**config.mk**
```make
export PLATFORM = sky130hd
export DESIGN_NAME = irucfg_top
export DESIGN_NICKNAME = d
export VERILOG_FILES = /design/src/core/irucfg_pkg.sv /design/src/core/irucfg_ask_if.sv /design/src/core/irucfg_askq.sv /design/src/core/irucfg_clkdiv.sv /design/src/core/irucfg_top.sv
export SDC_FILE = /design/constraint.sdc
export NUM_CORES = 1
export LEC_CHECK = 0
export ABC_CLOCK_PERIOD_IN_PS = 3550
export BUFFER_PORTS_ARGS = -buffer_cell sky130_fd_sc_hd__buf_2
export CORE_MARGIN = 2
export CORE_UTILIZATION = 55
export DETAILED_ROUTE_END_ITERATION = 12
export GPL_TIMING_DRIVEN = 0
export PLACE_DENSITY = 0.76
export SLEW_MARGIN = 10
export SYNTH_ARGS = -nofsm -noshare
export SYNTH_HDL_FRONTEND = slang
export SYNTH_HIERARCHICAL = 1
export SYNTH_SLANG_ARGS = --single-unit
```
**constraint.sdc**
```tcl
create_clock -name clk -period 3.55 [get_ports clk]
set_clock_uncertainty 0.15 [all_clocks]
set_input_delay 0.1775 -clock clk [delete_from_list [all_inputs] [get_ports clk]]
set_output_delay 0.1775 -clock clk [all_outputs]
set_load 0.005 [all_outputs]
```
**src/core/irucfg_pkg.sv**
```systemverilog
/*
 * shared constants for the second-uart / infrared configuration block:
 * register offsets, field positions, reset values, keys, modes, timing.
 * assumes a 50 MHz system clock and an 8-bit register port.
 */
package irucfg_pkg;
   localparam int CLK_MHZ = 50;
   localparam int REF_MHZ = 24;
   localparam int UART_DIV = 13;

   typedef logic [7:0] irucfg_byte_t;

   localparam irucfg_byte_t ADDR_PIN_CFG = 8'h0C;
   localparam irucfg_byte_t ADDR_ROUTE   = 8'h0D;
   localparam irucfg_byte_t ADDR_KEY     = 8'h0F;

   localparam irucfg_byte_t CFG_RST   = 8'h00;
   localparam irucfg_byte_t ROUTE_RST = 8'h00;
   localparam irucfg_byte_t CFG_MASK  = 8'hEF;
   localparam irucfg_byte_t ZERO_BYTE = 8'h00;
   localparam irucfg_byte_t KEY_A     = 8'h88;
   localparam irucfg_byte_t KEY_B     = 8'h89;

   localparam int CFG_UA_FAST = 7;
   localparam int CFG_UB_FAST = 6;
   localparam int CFG_KEY_SEL = 5;
   localparam int CFG_ROLE    = 3;
   localparam int CFG_PIN_DEF = 2;
   localparam int CFG_RX_INV  = 1;
   localparam int CFG_TX_INV  = 0;

   localparam int RT_TX_HI  = 7;
   localparam int RT_TX_LO  = 6;
   localparam int RT_RX_HI  = 5;
   localparam int RT_RX_LO  = 4;
   localparam int RT_DUPLEX = 3;
   localparam int RT_MODE_HI = 2;
   localparam int RT_MODE_LO = 0;

   localparam logic [1:0] TXSEL_DEF  = 2'h0;
   localparam logic [1:0] TXSEL_A    = 2'h1;
   localparam logic [1:0] TXSEL_C    = 2'h2;
   localparam logic [1:0] TXSEL_DEF2 = 2'h3;
   localparam logic [1:0] RXSEL_DEF  = 2'h0;
   localparam logic [1:0] RXSEL_A    = 2'h1;
   localparam logic [1:0] RXSEL_B    = 2'h2;
   localparam logic [1:0] RXSEL_C    = 2'h3;

   typedef enum logic [2:0] {
      MODE_OFF0    = 3'b000,
      MODE_OFF1    = 3'b001,
      MODE_IRDA_FX = 3'b010,
      MODE_IRDA_BT = 3'b011,
      MODE_ASK_RAW = 3'b100,
      MODE_ASK_RC  = 3'b101,
      MODE_ASK_DEM = 3'b110,
      MODE_ASK_DC  = 3'b111
   } irucfg_mode_t;

   typedef enum logic {
      PST_IDLE  = 1'b0,
      PST_PULSE = 1'b1
   } irucfg_pst_t;

   localparam int ACC_W = 10;
   localparam logic [ACC_W-1:0] ACC_ZERO     = 10'h000;
   localparam logic [ACC_W-1:0] ACC_STEP     = ACC_W'(REF_MHZ);
   localparam logic [ACC_W-1:0] ACC_MOD_FAST = ACC_W'(CLK_MHZ);
   localparam logic [ACC_W-1:0] ACC_MOD_SLOW = ACC_W'(CLK_MHZ * UART_DIV);

   localparam int IRDA_PULSE_NS = 1600;
   localparam int ASK_MIN_NS    = 800;
   localparam int ASK_OFF_NS    = 1200;
   localparam int CARRIER_KHZ   = 500;
   localparam int IRDA_PULSE_CYC = (IRDA_PULSE_NS * CLK_MHZ + 999) / 1000;
   localparam int ASK_MIN_CYC    = (ASK_MIN_NS * CLK_MHZ + 999) / 1000;
   localparam int ASK_OFF_CYC    = (ASK_OFF_NS * CLK_MHZ) / 1000;
   localparam int CARRIER_HALF_CYC = (CLK_MHZ * 1000) / (2 * CARRIER_KHZ);

   localparam int CNT_W = 8;
   typedef logic [CNT_W-1:0] irucfg_cnt_t;
   localparam irucfg_cnt_t CNT_ZERO    = 8'h00;
   localparam irucfg_cnt_t CNT_ONE     = 8'h01;
   localparam irucfg_cnt_t IRDA_LEN    = CNT_W'(IRDA_PULSE_CYC);
   localparam irucfg_cnt_t IRDA_BT_LEN = 8'h03;
   localparam irucfg_cnt_t ASK_MIN_LEN = CNT_W'(ASK_MIN_CYC);
   localparam irucfg_cnt_t ASK_OFF_LEN = CNT_W'(ASK_OFF_CYC);
   localparam irucfg_cnt_t CAR_HALF    = CNT_W'(CARRIER_HALF_CYC);
   localparam logic [3:0]  PHASE_LAST  = 4'hF;

   localparam int NPIN      = 8;
   localparam int PIN_RES   = 0;
   localparam int PIN_PCIN  = 1;
   localparam int PIN_SIN   = 2;
   localparam int PIN_KEY   = 3;
   localparam int PIN_DEF   = 4;
   localparam int PIN_ROLE  = 5;
   localparam int PIN_CS0   = 6;
   localparam int PIN_D7    = 7;
endpackage

```
**src/core/irucfg_ask_if.sv**
```systemverilog
/*
 * carrier qualifier hookup: receive level in, qualified carrier out.
 * assumes both ends run on the same system clock.
 */
`timescale 1ns/10ps
interface irucfg_ask_if;
   logic rx_level;
   logic carrier_det;
   modport qual (input rx_level, output carrier_det);
   modport user (output rx_level, input carrier_det);
endinterface

```
**src/core/irucfg_askq.sv**
```systemverilog
/*
 * ask receive qualifier: a high level counts as carrier only after it has
 * lasted the minimum on-time; detection drops after a long off gap.
 * assumes rx_level is already synchronised and polarity-corrected.
 */
`timescale 1ns/10ps
module irucfg_askq
   import irucfg_pkg::*;
(
   input  wire logic   clk,
   input  wire logic   rst,
   irucfg_ask_if.qual  ask
);
   irucfg_cnt_t on_q;
   irucfg_cnt_t off_q;
   logic        det_q;
   logic        qualified;

   assign qualified       = ask.rx_level && (on_q >= ASK_MIN_LEN - CNT_ONE);
   assign ask.carrier_det = det_q;

   always_ff @(posedge clk or posedge rst) begin
      if (rst) begin
         on_q  <= CNT_ZERO;
         off_q <= CNT_ZERO;
         det_q <= 1'b0;
      end else begin
         on_q <= ask.rx_level ? ((on_q == ASK_MIN_LEN) ? on_q : on_q + CNT_ONE) : CNT_ZERO;
         // only a qualified pulse restarts the gap, so glitches cannot hold it
         if (qualified) begin
            det_q <= 1'b1;
            off_q <= CNT_ZERO;
         end else if (!ask.rx_level && det_q) begin
            off_q <= off_q + CNT_ONE;
            if (off_q >= ASK_OFF_LEN - CNT_ONE) begin
               det_q <= 1'b0;
            end
         end
      end
   end
endmodule

```
**src/core/irucfg_clkdiv.sv**
```systemverilog
/*
 * uart reference tick: a fractional accumulator that gives ticks at the
 * 24 MHz rate, or at 24 MHz / 13, from the 50 MHz system clock.
 * assumes the uart core counts ticks rather than using them as a clock.
 */
`timescale 1ns/10ps
module irucfg_clkdiv
   import irucfg_pkg::*;
(
   input  wire logic clk,
   input  wire logic rst,
   input  wire logic fast_sel,
   output logic      tick
);
   logic [ACC_W-1:0] acc_q;
   logic [ACC_W-1:0] acc_sum;
   logic [ACC_W-1:0] acc_mod;
   logic             wrap;

   assign acc_mod = fast_sel ? ACC_MOD_FAST : ACC_MOD_SLOW;
   assign acc_sum = acc_q + ACC_STEP;
   assign wrap    = acc_sum >= acc_mod;

   // a switch to the fast rate can leave acc beyond the modulus; restart it
   always_ff @(posedge clk or posedge rst) begin
      if (rst) begin
         acc_q <= ACC_ZERO;
         tick  <= 1'b0;
      end else begin
         acc_q <= (acc_q >= acc_mod) ? ACC_ZERO : (wrap ? acc_sum - acc_mod : acc_sum);
         tick  <= wrap;
      end
   end
endmodule

```
**src/core/irucfg_top.sv**
```systemverilog
/*
 * second-uart / infrared configuration block: two config registers and an
 * unlock key behind a plain register port, uart clock ticks, strap capture,
 * shared-pin routing and the ir transmit/receive shaping.
 * assumes rst is held for at least 3 clocks while straps are driven, and
 * that the uart, ide and gpio cores run on the same clock.
 */
// What this block does
// - bit 7 zero gives uart a 24 MHz divided by 13; one gives 24 MHz.
// - bit 6 selects the second uart's clock the same way.
// - bit 5 picks unlock key 88h when zero, 89h when one.
// - unlock-key select resets from its strap pin level.
// - bit 3 zero makes second uart infrared, one keeps plain serial.
// - uart/ir select resets from a pulled-up strap, serial when unstrapped.
// - bit 2 picks legacy ide pins or alternate ide plus gpio.
// - pin-definition select straps from its pin, then low or ide bus enable.
// - shared pin is high bus enable, or gpio line zero.
// - shared pin is ide data bit 7, or gpio line one.
// - bit 1 inverts second serial or infrared receive input.
// - bit 0 inverts second serial or infrared transmit output.
// - ask receive counts a carrier pulse only after 0.8 us high.
// - receive select 10 takes infrared input from the residence pin.
// - transmit select 00, the reset value, uses the parallel-direction pin.
// - receive select 00, the reset value, uses the parallel input pin.
// - routing can move infrared onto the second uart's serial pins.
// - routing can move infrared onto the two ide chip-select pins.
// - mode field: off, irda 1.6 us, irda 3/16 bit, or ask.
// - duplex bit zero is full duplex, one is half duplex.
`timescale 1ns/10ps
module irucfg_top
   import irucfg_pkg::*;
(
   input  wire logic                clk,
   input  wire logic                rst,
   input  wire irucfg_pkg::irucfg_byte_t addr,
   input  wire irucfg_pkg::irucfg_byte_t wdata,
   input  wire logic                wr,
   input  wire logic                rd,
   output irucfg_pkg::irucfg_byte_t rdata,
   output logic                     ext_func_enable,
   output logic                     uart_a_clk_tick,
   output logic                     uart_b_clk_tick,
   output logic                     second_uart_role_sel,
   output logic                     alt_pin_definition_sel,
   input  wire logic                second_serial_output,
   input  wire logic                uart_b_baud16_tick,
   output logic                     second_serial_input,
   input  wire logic                pin1_in,
   output logic                     drive_residence_input_n,
   input  wire logic                par_dir_in,
   output logic                     pin2_out,
   input  wire logic                pin3_in,
   output logic                     par_pin3_in,
   input  wire logic                pin41_in,
   input  wire logic                pin42_in,
   output logic                     pin43_out,
   input  wire logic                low_bus_buffer_enable_n,
   input  wire logic                ide_bus_buffer_enable_n,
   input  wire logic                pin91_in,
   output logic                     pin91_out,
   output logic                     pin91_oe,
   input  wire logic                high_bus_buffer_enable_n,
   input  wire logic                general_pin_zero_out,
   input  wire logic                general_pin_zero_oe,
   output logic                     general_pin_zero_in,
   input  wire logic                pin92_in,
   output logic                     pin92_out,
   output logic                     pin92_oe,
   input  wire logic                cs0_n,
   input  wire logic                pin94_in,
   output logic                     pin94_out,
   output logic                     pin94_oe,
   input  wire logic                cs1_n,
   output logic                     pin95_out,
   input  wire logic                ide_data_bit_seven_out,
   input  wire logic                ide_data_bit_seven_oe,
   output logic                     ide_data_bit_seven_in,
   input  wire logic                general_pin_one_out,
   input  wire logic                general_pin_one_oe,
   output logic                     general_pin_one_in,
   input  wire logic                pin96_in,
   output logic                     pin96_out,
   output logic                     pin96_oe
);
   irucfg_byte_t  cfg_q;
   irucfg_byte_t  route_q;
   logic          unlocked_q;
   logic          strap_pend_q;
   irucfg_byte_t  rdata_q;
   logic [NPIN-1:0] pin_s1_q;
   logic [NPIN-1:0] pin_s2_q;
   logic [NPIN-1:0] pin_raw;

   // pin synchronisers run through reset so the straps are settled at release
   assign pin_raw = {pin96_in, pin94_in, pin92_in, pin91_in, pin41_in,
                     pin42_in, pin3_in, pin1_in};
   genvar gi;
   generate
      for (gi = 0; gi < NPIN; gi++) begin : g_sync
         always_ff @(posedge clk) begin
            pin_s1_q[gi] <= pin_raw[gi];
            pin_s2_q[gi] <= pin_s1_q[gi];
         end
      end
   endgenerate

   // register port decode
   logic wr_cfg;
   logic wr_route;
   logic wr_key;
   logic [7:0] key_expect;
   irucfg_byte_t rd_mux;
   irucfg_byte_t status_word;
   irucfg_byte_t strap_cfg;

   assign wr_cfg     = wr && unlocked_q && (addr == ADDR_PIN_CFG);
   assign wr_route   = wr && unlocked_q && (addr == ADDR_ROUTE);
   assign wr_key     = wr && (addr == ADDR_KEY);
   assign key_expect = cfg_q[CFG_KEY_SEL] ? KEY_B : KEY_A;
   assign status_word = {7'h00, unlocked_q};
   assign rd_mux = (addr == ADDR_PIN_CFG) ? (cfg_q & CFG_MASK) :
                   (addr == ADDR_ROUTE)   ? route_q :
                   (addr == ADDR_KEY)     ? status_word : ZERO_BYTE;

   // strap-derived bits overlaid on the zero reset value
   always_comb begin
      strap_cfg = CFG_RST;
      strap_cfg[CFG_KEY_SEL] = pin_s2_q[PIN_KEY];
      strap_cfg[CFG_ROLE]    = pin_s2_q[PIN_ROLE];
      strap_cfg[CFG_PIN_DEF] = pin_s2_q[PIN_DEF];
   end

   always_ff @(posedge clk or posedge rst) begin
      if (rst) begin
         cfg_q        <= CFG_RST;
         route_q      <= ROUTE_RST;
         unlocked_q   <= 1'b0;
         strap_pend_q <= 1'b1;
         rdata_q      <= ZERO_BYTE;
      end else begin
         strap_pend_q <= 1'b0;
         if (strap_pend_q) begin
            cfg_q <= strap_cfg;
         end else if (wr_cfg) begin
            cfg_q <= wdata & CFG_MASK;
         end
         if (wr_route) begin
            route_q <= wdata;
         end
         // any other value written to the key register locks again
         if (wr_key) begin
            unlocked_q <= (wdata == key_expect);
         end
         rdata_q <= rd ? rd_mux : ZERO_BYTE;
      end
   end

   assign rdata           = rdata_q;
   assign ext_func_enable = unlocked_q;

   // uart reference ticks
   irucfg_clkdiv u_div_a (
      .clk      (clk),
      .rst      (rst),
      .fast_sel (cfg_q[CFG_UA_FAST]),
      .tick     (uart_a_clk_tick)
   );
   irucfg_clkdiv u_div_b (
      .clk      (clk),
      .rst      (rst),
      .fast_sel (cfg_q[CFG_UB_FAST]),
      .tick     (uart_b_clk_tick)
   );

   // field views
   logic        ir_sel;
   logic        pin_def;
   logic        rx_inv;
   logic        tx_inv;
   logic [1:0]  tx_sel;
   logic [1:0]  rx_sel;
   logic        half_dup;
   irucfg_mode_t mode;

   assign ir_sel   = !cfg_q[CFG_ROLE];
   assign pin_def  = cfg_q[CFG_PIN_DEF];
   assign rx_inv   = cfg_q[CFG_RX_INV];
   assign tx_inv   = cfg_q[CFG_TX_INV];
   assign tx_sel   = route_q[RT_TX_HI:RT_TX_LO];
   assign rx_sel   = route_q[RT_RX_HI:RT_RX_LO];
   assign half_dup = route_q[RT_DUPLEX];
   assign mode     = irucfg_mode_t'(route_q[RT_MODE_HI:RT_MODE_LO]);

   // irda pulse shaping: one pulse at the start of every zero bit
   irucfg_pst_t pst_q;
   irucfg_cnt_t pcnt_q;
   logic [3:0]  phase_q;
   logic        sout_prev_q;
   logic        sout_fall;
   logic        bit_start;
   logic        bt_mode;
   irucfg_cnt_t pulse_len;
   logic        pulse_step;

   assign sout_fall  = sout_prev_q && !second_serial_output;
   assign bit_start  = sout_fall ||
                       (uart_b_baud16_tick && phase_q == PHASE_LAST && !second_serial_output);
   assign bt_mode    = (mode == MODE_IRDA_BT);
   assign pulse_len  = bt_mode ? IRDA_BT_LEN : IRDA_LEN;
   assign pulse_step = bt_mode ? uart_b_baud16_tick : 1'b1;

   always_ff @(posedge clk or posedge rst) begin
      if (rst) begin
         sout_prev_q <= 1'b1;
         phase_q     <= 4'h0;
      end else begin
         sout_prev_q <= second_serial_output;
         // falling edge re-aligns the bit phase to the start bit
         phase_q <= sout_fall ? 4'h0 : (uart_b_baud16_tick ? phase_q + 4'h1 : phase_q);
      end
   end

   always_ff @(posedge clk or posedge rst) begin
      if (rst) begin
         pst_q  <= PST_IDLE;
         pcnt_q <= CNT_ZERO;
      end else begin
         case (pst_q)
            PST_IDLE: begin
               if (bit_start) begin
                  pst_q  <= PST_PULSE;
                  pcnt_q <= CNT_ZERO;
               end
            end
            PST_PULSE: begin
               if (pulse_step) begin
                  pcnt_q <= pcnt_q + CNT_ONE;
                  if (pcnt_q == pulse_len - CNT_ONE) begin
                     pst_q <= PST_IDLE;
                  end
               end
            end
            default: begin
               pst_q <= PST_IDLE;
            end
         endcase
      end
   end

   // ask carrier
   irucfg_cnt_t car_cnt_q;
   logic        car_q;
   always_ff @(posedge clk or posedge rst) begin
      if (rst) begin
         car_cnt_q <= CNT_ZERO;
         car_q     <= 1'b0;
      end else if (car_cnt_q == CAR_HALF - CNT_ONE) begin
         car_cnt_q <= CNT_ZERO;
         car_q     <= !car_q;
      end else begin
         car_cnt_q <= car_cnt_q + CNT_ONE;
      end
   end

   // transmit level before polarity
   logic ir_tx;
   logic tx_busy;
   always_comb begin
      case (mode)
         MODE_IRDA_FX, MODE_IRDA_BT: ir_tx = (pst_q == PST_PULSE);
         MODE_ASK_RAW, MODE_ASK_DEM: ir_tx = !second_serial_output;
         MODE_ASK_RC, MODE_ASK_DC:   ir_tx = !second_serial_output && car_q;
         default:                    ir_tx = 1'b1;
      endcase
   end
   assign tx_busy = !second_serial_output || (pst_q == PST_PULSE);

   // receive pin choice and polarity
   logic ir_rx_pin;
   logic ir_rx;
   logic sin_d;
   irucfg_ask_if ask_bus ();

   assign ir_rx_pin = (rx_sel == RXSEL_A) ? pin_s2_q[PIN_SIN] :
                      (rx_sel == RXSEL_B) ? pin_s2_q[PIN_RES] :
                      (rx_sel == RXSEL_C) ? pin_s2_q[PIN_CS0] :
                      pin_s2_q[PIN_PCIN];
   assign ir_rx = ir_rx_pin ^ rx_inv;
   assign ask_bus.rx_level = ir_rx;

   irucfg_askq u_askq (
      .clk (clk),
      .rst (rst),
      .ask (ask_bus)
   );

   always_comb begin
      if (!ir_sel) begin
         sin_d = pin_s2_q[PIN_SIN] ^ rx_inv;
      end else if (half_dup && tx_busy) begin
         sin_d = 1'b1;
      end else begin
         case (mode)
            MODE_IRDA_FX, MODE_IRDA_BT: sin_d = !ir_rx;
            MODE_ASK_RAW, MODE_ASK_RC:  sin_d = ir_rx;
            MODE_ASK_DEM, MODE_ASK_DC:  sin_d = !ask_bus.carrier_det;
            default:                    sin_d = 1'b1;
         endcase
      end
   end

   // transmit pin routing, applied only with the infrared role
   logic tx_pin_lvl;
   logic use_tx_def;
   logic use_tx_a;
   logic use_tx_c;
   logic use_rx_c;

   assign tx_pin_lvl = ir_tx ^ tx_inv;
   assign use_tx_def = ir_sel && (tx_sel == TXSEL_DEF || tx_sel == TXSEL_DEF2);
   assign use_tx_a   = ir_sel && (tx_sel == TXSEL_A);
   assign use_tx_c   = ir_sel && (tx_sel == TXSEL_C);
   assign use_rx_c   = ir_sel && (rx_sel == RXSEL_C);

   // pin outputs are registered; enables stay off until the straps are in
   always_ff @(posedge clk or posedge rst) begin
      if (rst) begin
         second_serial_input <= 1'b1;
         pin2_out  <= 1'b0;
         pin43_out <= 1'b1;
         pin95_out <= 1'b1;
         pin94_out <= 1'b1;
         pin94_oe  <= 1'b0;
         pin91_out <= 1'b1;
         pin91_oe  <= 1'b0;
         pin92_out <= 1'b1;
         pin92_oe  <= 1'b0;
         pin96_out <= 1'b0;
         pin96_oe  <= 1'b0;
      end else begin
         second_serial_input <= sin_d;
         pin2_out  <= use_tx_def ? tx_pin_lvl : par_dir_in;
         pin43_out <= use_tx_a ? tx_pin_lvl : (second_serial_output ^ tx_inv);
         pin95_out <= use_tx_c ? tx_pin_lvl : cs1_n;
         pin94_out <= cs0_n;
         pin94_oe  <= !use_rx_c && !strap_pend_q;
         pin91_out <= pin_def ? ide_bus_buffer_enable_n : low_bus_buffer_enable_n;
         pin91_oe  <= !strap_pend_q;
         pin92_out <= pin_def ? general_pin_zero_out : high_bus_buffer_enable_n;
         pin92_oe  <= !strap_pend_q && (pin_def ? general_pin_zero_oe : 1'b1);
         pin96_out <= pin_def ? general_pin_one_out : ide_data_bit_seven_out;
         pin96_oe  <= !strap_pend_q &&
                      (pin_def ? general_pin_one_oe : ide_data_bit_seven_oe);
      end
   end

   assign drive_residence_input_n = pin_s2_q[PIN_RES];
   assign par_pin3_in             = pin_s2_q[PIN_PCIN];
   assign general_pin_zero_in     = pin_s2_q[PIN_ROLE];
   assign ide_data_bit_seven_in   = pin_s2_q[PIN_D7];
   assign general_pin_one_in      = pin_s2_q[PIN_D7];
   assign second_uart_role_sel    = cfg_q[CFG_ROLE];
   assign alt_pin_definition_sel  = pin_def;
endmodule

```
==> run summary <==
Clk network pwr share: 33.7%
Cells after synthesis: 589
Crit path time final: 2.99 ns
Worst-Skew Late Latency: 0.52 ns
Sw Share: 34.2%
Seq/Total Area, Yosys: 46.0%
RSZ-0062 raised after global routing: false
Syn_area_per_cell: 10.2 um^2
First-pass GRT wire length: 22700 um
Die Ht: 108 um
CTS resizes: 0
DRC viols: 0
Worst Tran Pin Value: 0.982 ns
CTS max path bufs: 2
# placed instances: 800
Highest net fanout along the worst path: 6
RePlAce Congestion: 0.865
Sequential Power Share: 29.8%
Setup TNS: 0 ns
Most frequent cells in the layout: 89 x dfrtp_1, 73 x buf_2, 70 x nor2_1
GRT Util Overall: 24.9%
Antenna diodes: 0
Required @ worst endpoint: 3.83 ns
Max Cap Violations: 0
Core area: 0.0107 mm^2
GR Overflow Total: 0
Syn nets: 668
H-tree depth reported by CTS: 4
Final Cycle Share: 84.2%
Achievable Freq: 335 MHz
Yosys reg bits: 113
Largest net degree at the start of global routing: 36
Avg WL per Cell: 15.9 um
Vias in the first global route: 4797
Final WL: 13800 um
Outcome: completed
Via density: 5.61
1st-pass router iterations: 4
Buffer count from post-CTS setup fixing: 0
Power per cell area: 769 mW/mm^2
Most used flip-flop cell after synthesis: dfrtp_1
Place WS: 0.596 ns
Routed Antenna Nets: 0
Most common cell after layout, fill and taps aside: dfrtp_1
Setup Viol. Count Final: 0
Layout Nets: 794
Critical path class: register to register
Post-DP HPWL: 9520 um
Slew margin rel.: 33.9%
Leakage: 3.48 nW
Die Wd: 108 um
Share of cells above drive strength 1: 19.8%
Worst path top cell family by delay: simple AND/OR/NAND/NOR gates
Clk sinks: 113
Mapped cell area: 0.00600 mm^2
CTS tree: done
Final Hold Viols: 0
TritonCTS Buffers: 17
Rows: 38
Cell internal pwr: 0.00384 W
Final Max Tran Viols: 0
Net Sw Power: 0.00200 W
Fillers: 772
Total number of vias: 4871
Initial antenna violation count: 0
Die ar.: 0.0118 mm^2
IO Count: 72
Post-synth EDFFs: 0
Worst hold path class: primary input to register
CTS root buf: clkbuf_8
Area Growth Syn to Fin: 26.6%
Register clock-pin slew on the reported worst setup and hold paths: 0.05 ns
DRT iter0 DRCs: 264
Async SR Flop Fraction: 85.8%
Logic pwr share: 36.5%
Initial Util: 55.8%
Fin worst setup slack: 0.561 ns
PortBufs: 70
Cell variety after synth: 67
WP buf/inv: 2
Max VDD drop: 621 uV
Ys Warns: 6
CP max-delay cell: o41a_1
Startpoint type of the worst setup path: register
Max incr delay on CP: 0.43 ns
Finished Layout Cells: 868
Worst Path Arrival: 3.27 ns
Worst path cell trace: inv_1, ha_1, nor3_1, xnor2_1, inv_1, ha_1, nand4_1, o41a_1, or3_1, a21oi_1
Critical path capture point type: register
## kinds of logic (layout without fill, tap and decap cells)
kind of cell | count (synthesis) | after routing | share of synthesized area (%)
AOI/OAI and AO/OA | 98 | 98 | 11.1
xor gates and xnor gates | 39 | 39 | 5.70
adders and majority gates | 37 | 37 | 7.72
buffers and inverters | 48 | 187 | 3.13
DFF | 113 | 113 | 46.0
muxes | 41 | 41 | 7.36
other | 1 | 1 | 0.0625
and+or+nand+nor | 212 | 212 | 18.9
## layout make-up
| class | count | area (um^2) | area share [%] |
|---|---|---|---|
| multi-input combinational | 428 | 3050 | 40.2 |
| sequential | 113 | 2760 | 36.3 |
| timing repair buffer | 107 | 731 | 9.62 |
| clock buffer | 22 | 463 | 6.10 |
| clock inverter | 10 | 228 | 3.00 |
| tap | 140 | 175 | 2.31 |
| inverter | 37 | 139 | 1.83 |
| buffer | 11 | 48.8 | 0.643 |
## tightest hold or removal path, cell delays in order
cell and delay, ns:
buf_2 0.07, or4_4 0.13, nor4_4 0.08, mux2i_1 0.15
nor2_1 0.05
## repair_timing
action,CTS,global route
hold buffers,36,0
endpoints found under the hold margin,114,0
endpoints found under the setup margin,0,0
## through the flow
step,cell area [um^2],total power (W),utilization [%],hold WS (ns)
after floorplan,6000,0.00334,-,-0.132
after global placement,6520,0.00369,60.7,0.0656
after detailed placement,6540,0.00381,60.9,0.0790
after CTS,7590,0.00585,70.7,0.0146
after global routing,7590,0.00624,70.7,0.0488
final,7590,0.00584,70.7,0.0359
## cell usage after synthesis (all sizes together) (15+ instances only)
library cell,n,share of area [%]
nand4,16,1.7
mux2,15,2.8
inv,37,2.3
nand3,23,2.4
dfxtp,16,5.3
a21oi,24,2.0
ha,37,7.7
xor2,17,2.5
nand2,28,1.8
nor2,70,4.4
o21ai,24,2.0
dfrtp,89,37
mux2i,25,4.2
xnor2,22,3.2
## per-layer routing
metal	global-route usage [%]	vias to the layer above	wire [um]
met5	0	-	0
met4	9.16	0	260
met3	5.79	20	524
met2	42.9	116	7180
met1	30.3	2380	5800
li1	-	2355	-
## final timing paths
kind	start	to	slack, ns	cells after the start
setup / recovery	u_div_b/acc_q[3]	u_div_b/acc_q[8]	0.56	10
hold / removal	addr[6]	cfg_q[6]	0.04	5
setup reg to reg	u_div_b/acc_q[3]	u_div_b/acc_q[8]	0.56	10
hold reg to reg	pin_s1_q[0]	drive_residence_input_n	0.17	0
max in group asynchronous	rst	sout_prev_q	2.43	4
min in group asynchronous	rst	u_div_a/tick	0.09	3
## power by group through the flow
stage | clock network (W) | registers (W) | logic, W
2_1_floorplan | 0 | 0.00169 | 0.00165
3_3_place_gp | 0 | 0.00174 | 0.00195
3_5_place_dp | 0 | 0.00175 | 0.00206
4_1_cts | 0.00200 | 0.00173 | 0.00212
5_1_grt | 0.00206 | 0.00176 | 0.00241
6_report | 0.00197 | 0.00174 | 0.00213
## registers in the layout, indices dropped and copies added, names as in the netlist, 7 cells and up
name and flops:
u_div_a/acc_q 9, u_div_b/acc_q 9, car_cnt_q 8, pcnt_q 8, pin_s1_q 8, rdata 8
route_q 8, u_askq/off_q 8, u_askq/on_q 8, cfg_q 7
No activity file was read; power rests on OpenSTA's default activity.
